==> config.mk <==
export PLATFORM = sky130hd
export DESIGN_NAME = pbc_ctrl
export DESIGN_NICKNAME = d
export VERILOG_FILES = /design/src/pkg/pbc_pkg.sv /design/src/hdl/pbc_ctrl.sv /design/src/hdl/pbc_retry_mask.sv
export SDC_FILE = /design/constraint.sdc
export NUM_CORES = 1
export LEC_CHECK = 0
export BUFFER_PORTS_ARGS = -buffer_cell sky130_fd_sc_hd__buf_2
export CAP_MARGIN = 20
export CORE_ASPECT_RATIO = 0.7
export CORE_UTILIZATION = 50
export CTS_CLUSTER_SIZE = 28
export DETAILED_ROUTE_END_ITERATION = 8
export GPL_TIMING_DRIVEN = 0
export HOLD_SLACK_MARGIN = 0.02
export PLACE_DENSITY = 0.81
export SYNTH_ARGS = -nofsm -noshare
export SYNTH_HDL_FRONTEND = slang
export SYNTH_SLANG_ARGS = --single-unit
==> constraint.sdc <==
create_clock -name clk -period 2.7 [get_ports clk]
set_clock_uncertainty 0.2 [all_clocks]
set_input_delay 0.135 -clock clk [delete_from_list [all_inputs] [get_ports clk]]
set_output_delay 0.135 -clock clk [all_outputs]
set_load 0.02 [all_outputs]
==> src/pkg/pbc_pkg.sv <==
// Shared constants and register layouts for the bridge control and arbiter block.
package pbc_pkg;

	// Configuration indices.
	localparam logic [7:0] IDX_CTRL_TWO = 8'h41;
	localparam logic [7:0] IDX_RESERVED = 8'h42;
	localparam logic [7:0] IDX_ARB_ONE = 8'h43;

	// Reset values.
	localparam logic [7:0] CTRL_TWO_RESET = 8'h96;
	localparam logic [7:0] ARB_ONE_RESET = 8'h80;
	localparam logic [7:0] RESERVED_VALUE = 8'h00;

	// Writable bit masks; once written, bit 7 of control two reads 0 and bit 6 of arbiter one reads 1.
	localparam logic [7:0] CTRL_TWO_WMASK = 8'h7f;
	localparam logic [7:0] ARB_ONE_WMASK = 8'hbf;
	localparam logic [7:0] ARB_ONE_FIXED = 8'h40;

	// Disconnect boundary codes and sizes in bytes.
	localparam logic [1:0] BOUND_128 = 2'h0;
	localparam logic [1:0] BOUND_256 = 2'h1;
	localparam logic [1:0] BOUND_512 = 2'h2;
	localparam logic [1:0] BOUND_1024 = 2'h3;
	localparam int LINE_BYTES = 16;

	// Retry mask period codes and counts in PCI clocks.
	localparam logic [1:0] MASK_NONE = 2'h0;
	localparam logic [1:0] MASK_16 = 2'h1;
	localparam logic [1:0] MASK_32 = 2'h2;
	localparam logic [1:0] MASK_64 = 2'h3;
	localparam logic [6:0] MASK_CLOCKS_16 = 7'h10;
	localparam logic [6:0] MASK_CLOCKS_32 = 7'h20;
	localparam logic [6:0] MASK_CLOCKS_64 = 7'h40;

	// Extra internal-bus hold clocks after a retry.
	localparam logic [1:0] HOLD_EXTRA_CLOCKS = 2'h2;

	// Default internal-bus write wait states.
	localparam int WRITE_WAIT_DEFAULT = 1;

	// Control register two layout.
	typedef struct packed {
		logic rsvd;
		logic raw_clk_en;
		logic parity_forces_syserr;
		logic master_write_post_en;
		logic [1:0] target_disconnect_boundary;
		logic line_boundary_disconnect_en;
		logic internal_write_wait_en;
	} pbc_ctrl_two_t;

	// Arbitration control register one layout.
	typedef struct packed {
		logic grant_when_buffers_empty;
		logic rsvd;
		logic retry_mask_en_line2;
		logic retry_mask_en_line1;
		logic retry_mask_en_line0;
		logic [1:0] retry_mask_period;
		logic hold_after_retry_en;
	} pbc_arb_one_t;

	// Configuration access request.
	typedef struct packed {
		logic wr;
		logic rd;
		logic [7:0] index;
		logic [7:0] wdata;
	} pbc_cfg_req_t;

endpackage

==> src/hdl/pbc_ctrl.sv <==
// Host bridge control and PCI arbiter driven by control register two and arbitration register one.
// Operation
// (RULE_01) Bit 6 of control two shows internal clock activity on a debug output.
// (RULE_02) Bit 5 makes the master drive SERR# whenever it drives or sees PERR#.
// (RULE_03) Bit 4 posts non-locked memory writes; I/O and locked cycles never post.
// (RULE_04) Target disconnects bursts at 128, 256, 512 or 1024 byte boundaries per bits 3:2.
// (RULE_05) Bit 1 replaces that boundary with the 16-byte cache line boundary.
// (RULE_06) Bit 0 adds wait states to target-originated internal-bus writes.
// (RULE_07) Arbiter bit 7 grants only when internal-bus write buffers are empty.
// (RULE_08) Arbiter bits 5, 4, 3 enable retry masking of lines 2, 1, 0.
// (RULE_09) Bits 2:1 choose mask length: none, 16, 32 or 64 PCI clocks.
// (RULE_10) Arbiter bit 0 keeps internal-bus hold two more clocks after a retry.
// (RULE_11) Control two resets to 96h.
// (RULE_12) Arbitration one resets to 80h.
// (RULE_13) Mask length counts from the clock the retry is seen.
`timescale 1ns/1ps
`default_nettype none
module pbc_ctrl #(
	parameter int WRITE_WAIT_STATES = pbc_pkg::WRITE_WAIT_DEFAULT,
	parameter int REQ_LINES = 3
) (
	// Clock and reset.
	input wire logic clk,
	input wire logic reset_n,
	// Configuration port.
	input wire pbc_pkg::pbc_cfg_req_t cfg_req,
	output logic [7:0] cfg_rdata,
	output logic cfg_rvalid,
	// Debug clock view.
	output logic raw_clk_view,
	// Parity reporting as master.
	input wire logic master_active,
	input wire logic perr_driven,
	input wire logic perr_seen,
	output logic serr_o,
	output logic serr_oe_n,
	// Internal-bus write to PCI master path.
	input wire logic xb_wr_valid,
	input wire logic xb_wr_is_mem,
	input wire logic xb_wr_locked,
	output logic xb_wr_post,
	// PCI target burst.
	input wire logic tgt_burst_active,
	input wire logic [11:0] tgt_addr,
	output logic tgt_disconnect,
	// Target write onto the internal bus.
	input wire logic xb_tgt_write_start,
	output logic xb_write_wait,
	// Arbitration.
	input wire logic [REQ_LINES-1:0] req_n,
	input wire logic xb_bufs_empty,
	input wire logic retry_seen,
	output logic [REQ_LINES-1:0] gnt_n,
	output logic xb_hold
);

	// Refuse settings that the three-line grant logic and the four-bit wait counter cannot serve.
	if (REQ_LINES != 3) begin : g_bad_lines
		$error("REQ_LINES must be 3");
	end
	if (WRITE_WAIT_STATES < 1 || WRITE_WAIT_STATES > 15) begin : g_bad_wait
		$error("WRITE_WAIT_STATES must be 1..15");
	end

	pbc_pkg::pbc_ctrl_two_t ctrl_two;
	pbc_pkg::pbc_arb_one_t arb_one;
	logic [REQ_LINES-1:0] masked;
	logic [REQ_LINES-1:0] eligible;
	logic [REQ_LINES-1:0] owner;
	logic [REQ_LINES-1:0] next_owner;
	logic [3:0] wait_cnt;
	logic [1:0] hold_extra;

	// Word-offset mask of the active disconnect boundary; all ones marks the last word before it.
	function automatic logic [7:0] boundary_mask(input logic [1:0] sel, input logic line_en);
		if (line_en) begin
			boundary_mask = 8'(pbc_pkg::LINE_BYTES / 4 - 1); // RULE_05
		end else begin
			case (sel)
				pbc_pkg::BOUND_128: boundary_mask = 8'h1f; // RULE_04
				pbc_pkg::BOUND_256: boundary_mask = 8'h3f;
				pbc_pkg::BOUND_512: boundary_mask = 8'h7f;
				pbc_pkg::BOUND_1024: boundary_mask = 8'hff;
				default: boundary_mask = 8'hff;
			endcase
		end
	endfunction

	// Configuration writes.
	always_ff @(posedge clk) begin
		if (!reset_n) begin
			ctrl_two <= pbc_pkg::CTRL_TWO_RESET; // RULE_11
			arb_one <= pbc_pkg::ARB_ONE_RESET; // RULE_12
		end else if (cfg_req.wr) begin
			if (cfg_req.index == pbc_pkg::IDX_CTRL_TWO) begin
				ctrl_two <= cfg_req.wdata & pbc_pkg::CTRL_TWO_WMASK;
			end
			if (cfg_req.index == pbc_pkg::IDX_ARB_ONE) begin
				arb_one <= (cfg_req.wdata & pbc_pkg::ARB_ONE_WMASK) | pbc_pkg::ARB_ONE_FIXED;
			end
		end
	end

	// Configuration reads answer one clock later; unknown indices read zero.
	always_ff @(posedge clk) begin
		if (!reset_n) begin
			cfg_rdata <= 8'h00;
			cfg_rvalid <= 1'b0;
		end else begin
			cfg_rvalid <= cfg_req.rd;
			case (cfg_req.index)
				pbc_pkg::IDX_CTRL_TWO: cfg_rdata <= ctrl_two;
				pbc_pkg::IDX_RESERVED: cfg_rdata <= pbc_pkg::RESERVED_VALUE;
				pbc_pkg::IDX_ARB_ONE: cfg_rdata <= arb_one;
				default: cfg_rdata <= 8'h00;
			endcase
		end
	end

	// Debug view toggles every clock while enabled.
	always_ff @(posedge clk) begin
		if (!reset_n) begin
			raw_clk_view <= 1'b0;
		end else begin
			raw_clk_view <= ctrl_two.raw_clk_en ? ~raw_clk_view : 1'b0; // RULE_01
		end
	end

	// SERR# is open drain: driven low while enabled and a master parity error occurs.
	always_ff @(posedge clk) begin
		if (!reset_n) begin
			serr_o <= 1'b0;
			serr_oe_n <= 1'b1;
		end else begin
			serr_o <= 1'b0;
			serr_oe_n <= ~(ctrl_two.parity_forces_syserr && master_active && (perr_driven || perr_seen)); // RULE_02
		end
	end

	// Posting decision for each internal-bus write.
	always_ff @(posedge clk) begin
		if (!reset_n) begin
			xb_wr_post <= 1'b0;
		end else begin
			xb_wr_post <= xb_wr_valid && ctrl_two.master_write_post_en && xb_wr_is_mem && !xb_wr_locked; // RULE_03
		end
	end

	// Disconnect when the current data phase is the last one before the boundary.
	always_ff @(posedge clk) begin
		if (!reset_n) begin
			tgt_disconnect <= 1'b0;
		end else begin
			tgt_disconnect <= tgt_burst_active && ((tgt_addr[9:2] & boundary_mask(ctrl_two.target_disconnect_boundary,
				ctrl_two.line_boundary_disconnect_en)) == boundary_mask(ctrl_two.target_disconnect_boundary,
				ctrl_two.line_boundary_disconnect_en)); // RULE_04 RULE_05
		end
	end

	// Wait-state insertion on target writes to the internal bus.
	always_ff @(posedge clk) begin
		if (!reset_n) begin
			wait_cnt <= 4'h0;
			xb_write_wait <= 1'b0;
		end else if (xb_tgt_write_start && ctrl_two.internal_write_wait_en) begin
			wait_cnt <= 4'(WRITE_WAIT_STATES - 1); // RULE_06
			xb_write_wait <= 1'b1;
		end else if (wait_cnt != 4'h0) begin
			wait_cnt <= wait_cnt - 4'h1;
		end else begin
			xb_write_wait <= 1'b0;
		end
	end

	// Retry masking per request line.
	pbc_retry_mask #(
		.LINES(REQ_LINES)
	) u_mask (
		.clk(clk),
		.reset_n(reset_n),
		.retry_seen(retry_seen),
		.owner(owner),
		.line_en({arb_one.retry_mask_en_line2, arb_one.retry_mask_en_line1, arb_one.retry_mask_en_line0}), // RULE_08
		.period(arb_one.retry_mask_period),
		.masked(masked)
	);

	// Fixed-order grant; owner keeps the bus until it drops its request or is retried.
	always_comb begin
		eligible = ~req_n & ~masked; // RULE_08
		next_owner = owner;
		if (retry_seen || (owner & ~req_n) == '0) begin
			next_owner = '0;
			if (!arb_one.grant_when_buffers_empty || xb_bufs_empty) begin // RULE_07
				if (eligible[0]) begin
					next_owner = 3'b001;
				end else if (eligible[1]) begin
					next_owner = 3'b010;
				end else if (eligible[2]) begin
					next_owner = 3'b100;
				end
			end
			if (retry_seen) begin
				next_owner = '0;
			end
		end
	end

	// Grant state and outputs.
	always_ff @(posedge clk) begin
		if (!reset_n) begin
			owner <= '0;
			gnt_n <= '1;
		end else begin
			owner <= next_owner;
			gnt_n <= ~next_owner;
		end
	end

	// Internal-bus hold while a master owns the bus, extended after a retry.
	always_ff @(posedge clk) begin
		if (!reset_n) begin
			hold_extra <= 2'h0;
			xb_hold <= 1'b0;
		end else begin
			if (retry_seen && arb_one.hold_after_retry_en) begin
				hold_extra <= pbc_pkg::HOLD_EXTRA_CLOCKS; // RULE_10
			end else if (hold_extra != 2'h0) begin
				hold_extra <= hold_extra - 2'h1;
			end
			xb_hold <= (next_owner != '0) || (retry_seen && arb_one.hold_after_retry_en) || (hold_extra > 2'h1);
		end
	end

endmodule // pbc_ctrl
`default_nettype wire

==> src/hdl/pbc_retry_mask.sv <==
// Per-line request masking counters for masters that were retried.
`timescale 1ns/1ps
`default_nettype none
module pbc_retry_mask #(
	parameter int LINES = 3
) (
	// Clock and reset.
	input wire logic clk,
	input wire logic reset_n,
	// Retry event and the line that owned the bus.
	input wire logic retry_seen,
	input wire logic [LINES-1:0] owner,
	// Configuration.
	input wire logic [LINES-1:0] line_en,
	input wire logic [1:0] period,
	// Lines currently ignored.
	output logic [LINES-1:0] masked
);

	logic [6:0] cnt [LINES];

	// Decodes the period code into a clock count.
	function automatic logic [6:0] period_clocks(input logic [1:0] code);
		case (code)
			pbc_pkg::MASK_16: period_clocks = pbc_pkg::MASK_CLOCKS_16;
			pbc_pkg::MASK_32: period_clocks = pbc_pkg::MASK_CLOCKS_32;
			pbc_pkg::MASK_64: period_clocks = pbc_pkg::MASK_CLOCKS_64;
			default: period_clocks = 7'h00;
		endcase
	endfunction

	// Each counter loads on the retry clock and counts down to eligibility.
	always_ff @(posedge clk) begin
		for (int i = 0; i < LINES; i++) begin
			if (!reset_n) begin
				cnt[i] <= 7'h00;
			end else if (retry_seen && owner[i] && line_en[i]) begin
				cnt[i] <= period_clocks(period); // RULE_08 RULE_09 RULE_13
			end else if (cnt[i] != 7'h00) begin
				cnt[i] <= cnt[i] - 7'h01; // RULE_13
			end
		end
	end

	// A line is masked while its counter runs.
	always_comb begin
		for (int i = 0; i < LINES; i++) begin
			masked[i] = (cnt[i] != 7'h00); // RULE_09
		end
	end

endmodule // pbc_retry_mask
`default_nettype wire

After elaboration in Yosys (flattened, before gate mapping)
Memory sizes are Yosys's and may differ from the RTL's.
Index checks and enable logic that the tools add are counted.
Widths: inputs -> output; s select.
- register bits after elaboration: 43
- bits in latches: 0
- RAM bits: 21
- bits in read-only memories: 0
- bits of input ports: 45
- output and inout bits: 19
- memories kept: 1
- $add $sub $neg: 5
- multiply operators: 0
- div/mod/pow operators: 0
- magnitude comparators: 1
- equal/unequal tests: 10
- shift operators: 0
- muxes and demuxes: 49
- bitwise gates (word level): 15
- reductions and logical operators: 35
- memories (memory ; depth ; width ; rd ports ; clocked after memory_dff ; wr ports ; line ; source):
    u_mask.cnt ; 3 ; 7 ; 3 ; 0 ; 3 ; pbc_retry_mask.sv:20 ; logic [6:0] cnt [LINES];
- operators by type and width (cell ; count):
    $mux 7 ; 12
    $pmux 8 s4 ; 1
    $mux 1 ; 24
    $pmux 7 s3 ; 1
    $reduce_bool 7->1 ; 3
    $sub 7x1->7 const B ; 3
    $mux 3 ; 6
    $eq 8x7->1 const B ; 2
    $mux 8 ; 2
    $pmux 8 s2 ; 1
    $logic_and 1x1->1 ; 14
    $not 3->3 ; 3
    $and 8x8->8 ; 1
    $eq 2x2->1 const B ; 4
    $eq 8x8->1 ; 1
    $and 3x3->3 ; 2
    $or 1x1->1 ; 6
    $reduce_and 2->1 ; 3
    $logic_or 1x1->1 ; 5
    $eq 2x1->1 const B ; 2
    $mux 2 ; 2
    $reduce_bool 2->1 ; 2
    $reduce_bool 4->1 ; 1
    $reduce_or 2->1 ; 2
    other kinds (9) ; 12

Longest topological paths before layout
An unclocked memory read counts as a cell.
- word-level depth: 13
- depth in mapped cells: 7
- mapped depth without buffers: 7

Cells and area by module
Synthesis repeated with hierarchy kept, for this count alone.
- cells, all modules: 296
- area, all modules: 2924.1 um^2
- modules (own cells, without submodules) (module ; times used ; cells an instance ; area each (um^2)):
    pbc_ctrl ; 1 ; 184 ; 1726.7
    pbc_retry_mask ; 1 ; 112 ; 1197.4

Least setup slack after synthesis
No wires, ideal clock.
- path kind: reg-to-reg
- start point: mem u_mask.cnt[0][2]
- end point: mem u_mask.cnt[0][5] (data pin)
- library setup time: 0.274 ns
- arrival: 1.484 ns
- slack: 0.743 ns
- stages on the path, launching flop included: 4
- buffers on the path: 0
- period minus slack after synthesis: 1.957 ns
- cells stage by stage: edfxtp_1 -> or4_1 -> o211ai_1 -> o22ai_1
- RTL lines (element ; line):
    from (decl) ; pbc_retry_mask.sv:20

==> impl_metrics.ini <==
[timing]
final_max_slew_viol_count = 0
setup_ws_ps = 504
max_slew_margin = 0.623
timing.final.crit_period_ps = 2200
min_period_over_period = 0.813
setup_tns_ps = 0
tightest_slew_ps = 563
achievable-frequency_mhz = 455
unrepaired_setup_endpoints_after_global_routing = false
setup_viol_count_final = 0
hold_viol = 0
final.hold.worst_slack_ps = 88.4

[synth]
yosysWarnings = 0
average_size_of_a_mapped_cell_um2 = 9.61
synth_cell_type_count = 42
post-synth-top-area-fraction = 0.297
synth_register_bits = 64
synth_seq_area_share = 0.515
synth_nets = 353
instance_count_of_the_mapped_netlist = 301
synth_flop_cell = sky130_fd_sc_hd__dfxtp_1
mapped_area_um2 = 2890
cell_accounting_for_the_most_synthesized_area = sky130_fd_sc_hd__dfxtp_1
async_flop_share = 0
synth_top_cells_by_area = sky130_fd_sc_hd__dfxtp_1 30%, sky130_fd_sc_hd__edfxtp_1 22%, sky130_fd_sc_hd__nand3_1 5.0%
synth_edf_count = 21
yosys.cell_count.top_type = sky130_fd_sc_hd__dfxtp_1
synth.top_cells.by_count = 43 x sky130_fd_sc_hd__dfxtp_1, 34 x sky130_fd_sc_hd__nand2_1, 29 x sky130_fd_sc_hd__nand3_1, 29 x sky130_fd_sc_hd__nor2_1, 21 x sky130_fd_sc_hd__edfxtp_1

[clock_tree]
worst_setup_hold_path_clk_slew_ps = 70
worst_skew_pair.late_latency_ps = 350
cts_tree = yes
ctsLongestPathBuffers = 2
tritoncts.num_buffers = 9
h-tree-depth = 3
root_buffer = sky130_fd_sc_hd__clkbuf_8
cts_sinks = 64
post_cts_resize_count = 0

[pwr]
int_power_mw = 2.05
peak_ir_drop_on_the_vdd_network_mv = 0.429
leakagePower_nw = 1.52
power.share.switching = 0.317
power.clock.fraction = 0.263
share_of_total_power_in_combinational_logic = 0.291
power.density_nw_per_um2 = 817
switchingPower_mw = 0.948
relative_contribution_of_sequential_cells_to_total_power = 0.446
design_power_mw = 2.99

[drt]
drt-pass1-iter-count = 4
detail_route.wirelength_mm = 6.64
routed-via-count = 2508
initialDrtViolationCount = 197
drt-vias-per-instance = 5.38
postRouteAntennaNets = 0
post-route-drc-count = 0
routedWlPerCell_um = 14.3

[floorplanning]
die-height_um = 65.7
die-width_um = 92.9
initial_utilization = 0.536
floorplan.die_area_um2 = 6100
core_region_area_um2 = 5400
pin_count = 64
placementRows = 22

[global_routing]
grt_pass1_wl_mm = 10.6
maximum_number_of_pins_on_one_net_before_global_route_repair = 11
grt.total_usage = 0.235
grt_overflow = 0
grt_pass1_vias = 2314
antenna_found_initial = 0

[layout]
antenna_cells = 0
area_occupied_by_multi_input_gates_um2 = 1270
drive_above_1_share = 0.198
area_growth_pct = 26.6
final_cells = 466
final_cell_area_um2 = 3660
post-route-util = 0.679
sequential_cell_area_um2 = 1490
design.final.nets = 441
filler_cell_count = 425

[worst_setup_path]
timing.critical_path.depth = 3
critical_path.top_delay_family = compound AO/OA/AOI/OAI gates
critical_path_arrival_ps = 2070
worst_setup_path_endpoint = u_mask.cnt[0][5]
crit_path_max_incr_delay_ps = 600
crit_slowest_cell = sky130_fd_sc_hd__or4_1
critPathKind = flip-flop to flip-flop
r2r-end = u_mask.cnt[0][5]
crit_path_launch_type = flip-flop
timing.critical_path.from = u_mask.cnt[0][2]
worst-r2r-cell-count = 3
worst_setup_path_end_kind = flip-flop
regToRegSetupSlack_ps = 500
worst-path-buf-inv = 0
critical_path_peak_fanout = 7
sequence_of_cells_on_the_critical_path = or4_1 > o211ai_1 > o22ai_1
worst_ep_required_time_ps = 2580
r2r_startpoint = u_mask.cnt[0][2]

[run_status]
run_status = completed

[placed_design]
hpwl_mm = 4.63
dp_worst_setup_slack_ps = 512
placedCellCount = 429
routabilityCongestion = 0.800
placedInstanceArea_um2 = 3260
placement.io_buffers = 56

[worst_hold_path]
hold_class = primary input to flip-flop

[run]
drv.max_cap_violation_count = 0
[flip-flops by register name, indices dropped and copies added (netlist names)]
signal / count
ctrl_two: 8
wait_cnt: 4
arb_one: 8
cfg_rvalid: 1
raw_clk_view: 1
xb_hold: 1
hold_extra: 2
xb_write_wait: 1
serr_oe_n: 1
u_mask.cnt: 21
xb_wr_post: 1
tgt_disconnect: 1
gnt_n: 3
owner: 3
cfg_rdata: 8
[tightest hold or removal path, delay by kind of cell]
family | cells | cell delay (ps)
and+or+nand+nor | 2 | 190
buffers and inverters | 1 | 140
AOI/OAI and AO/OA | 1 | 110
[cell type report]
cell class / instances / share of cell area
Buffer: 11 / 0.0195
Inverter: 17 / 0.0174
Multi-Input combinational cell: 209 / 0.346
Clock buffer: 16 / 0.0519
Sequential cell: 64 / 0.407
Timing Repair Buffer: 77 / 0.134
Tap cell: 72 / 0.0246
[per-layer routing]
| layer | wire length (µm) | vias up | share of wire | GRT usage |
|---|---|---|---|---|
| met5 | 0 | - | 0 | 0 |
| met4 | 102 | 0 | 0.015 | 0.113 |
| met3 | 492 | 12 | 0.074 | 0.0648 |
| met2 | 2990 | 89 | 0.45 | 0.371 |
| met1 | 3060 | 1167 | 0.46 | 0.299 |
| li1 | - | 1240 | - | - |
[cells by family (layout without fill, tap and decap cells)]
family                     after synthesis  after routing  share of synthesized area
adders and majority gates                7              7                     0.0303
and+or+nand+nor                        137            137                      0.236
AOI/OAI and AO/OA                       47             47                      0.118
muxes                                    1              1                    0.00389
other                                    1              1                    0.00130
DFF                                     64             64                      0.515
xor gates and xnor gates                16             16                     0.0484
buffers and inverters                   28            121                     0.0467
[how the worst min path moves through the flow]
stage	from	end	slack [ps]	cells after the start
global placement	xb_wr_locked	xb_wr_post	90	2
finish	reset_n	xb_hold	90	4
CTS	reset_n	xb_hold	80	4
floorplan	xb_wr_locked	xb_wr_post	7	1
detailed placement	xb_wr_locked	xb_wr_post	90	2
global route	reset_n	xb_hold	100	4
[power groups by stage]
stage / Combinational (mW) / Clock (mW) / Sequential (mW)
after detailed placement: 0.848 / 0 / 1.35
after global routing: 0.998 / 0.839 / 1.36
final: 0.871 / 0.786 / 1.34
after CTS: 0.875 / 0.793 / 1.33
after global placement: 0.818 / 0 / 1.35
after floorplan: 0.675 / 0 / 1.33
[repair_timing]
action | in CTS | in global routing
endpoints found under the hold margin | 32 | 0
buffers inserted | 0 | 0
endpoints found under the setup margin | 0 | 0
hold buffers | 21 | 0
[placed cells by master (no fill, tap or decap), drive strengths merged]
| cell type | netlist | final |
|---|---|---|
| ha | 7 | 7 |
| a211oi | 1 | 1 |
| o22ai | 9 | 9 |
| and3 | 1 | 1 |
| a32oi | 2 | 2 |
| edfxtp | 21 | 21 |
| nor3 | 12 | 12 |
| or3 | 4 | 4 |
| nand4b | 2 | 2 |
| nand2b | 3 | 3 |
| o21ai | 1 | 1 |
| nand4 | 4 | 4 |
| a222oi | 1 | 1 |
| o211ai | 3 | 3 |
| a221oi | 1 | 1 |
| nor3b | 1 | 1 |
| inv | 17 | 17 |
| nor2b | 10 | 10 |
| buf | 5 | 61 |
| dfxtp | 43 | 43 |
| or4 | 2 | 2 |
| clkbuf | 6 | 22 |
| a22oi | 8 | 8 |
| xnor2 | 7 | 7 |
| nand3b | 1 | 1 |
| nand2 | 34 | 34 |
| a32o | 2 | 2 |
| xor2 | 9 | 9 |
| a21oi | 5 | 5 |
| o41ai | 1 | 1 |
| o2111ai | 1 | 1 |
| nor2 | 29 | 29 |
| mux2 | 1 | 1 |
| a21boi | 11 | 11 |
| nand3 | 29 | 29 |
| dlygate4sd3 | 0 | 21 |
| and2 | 5 | 5 |
| o21a | 1 | 1 |
| conb | 1 | 1 |
Note: power is estimated with default switching activity, not from simulation.
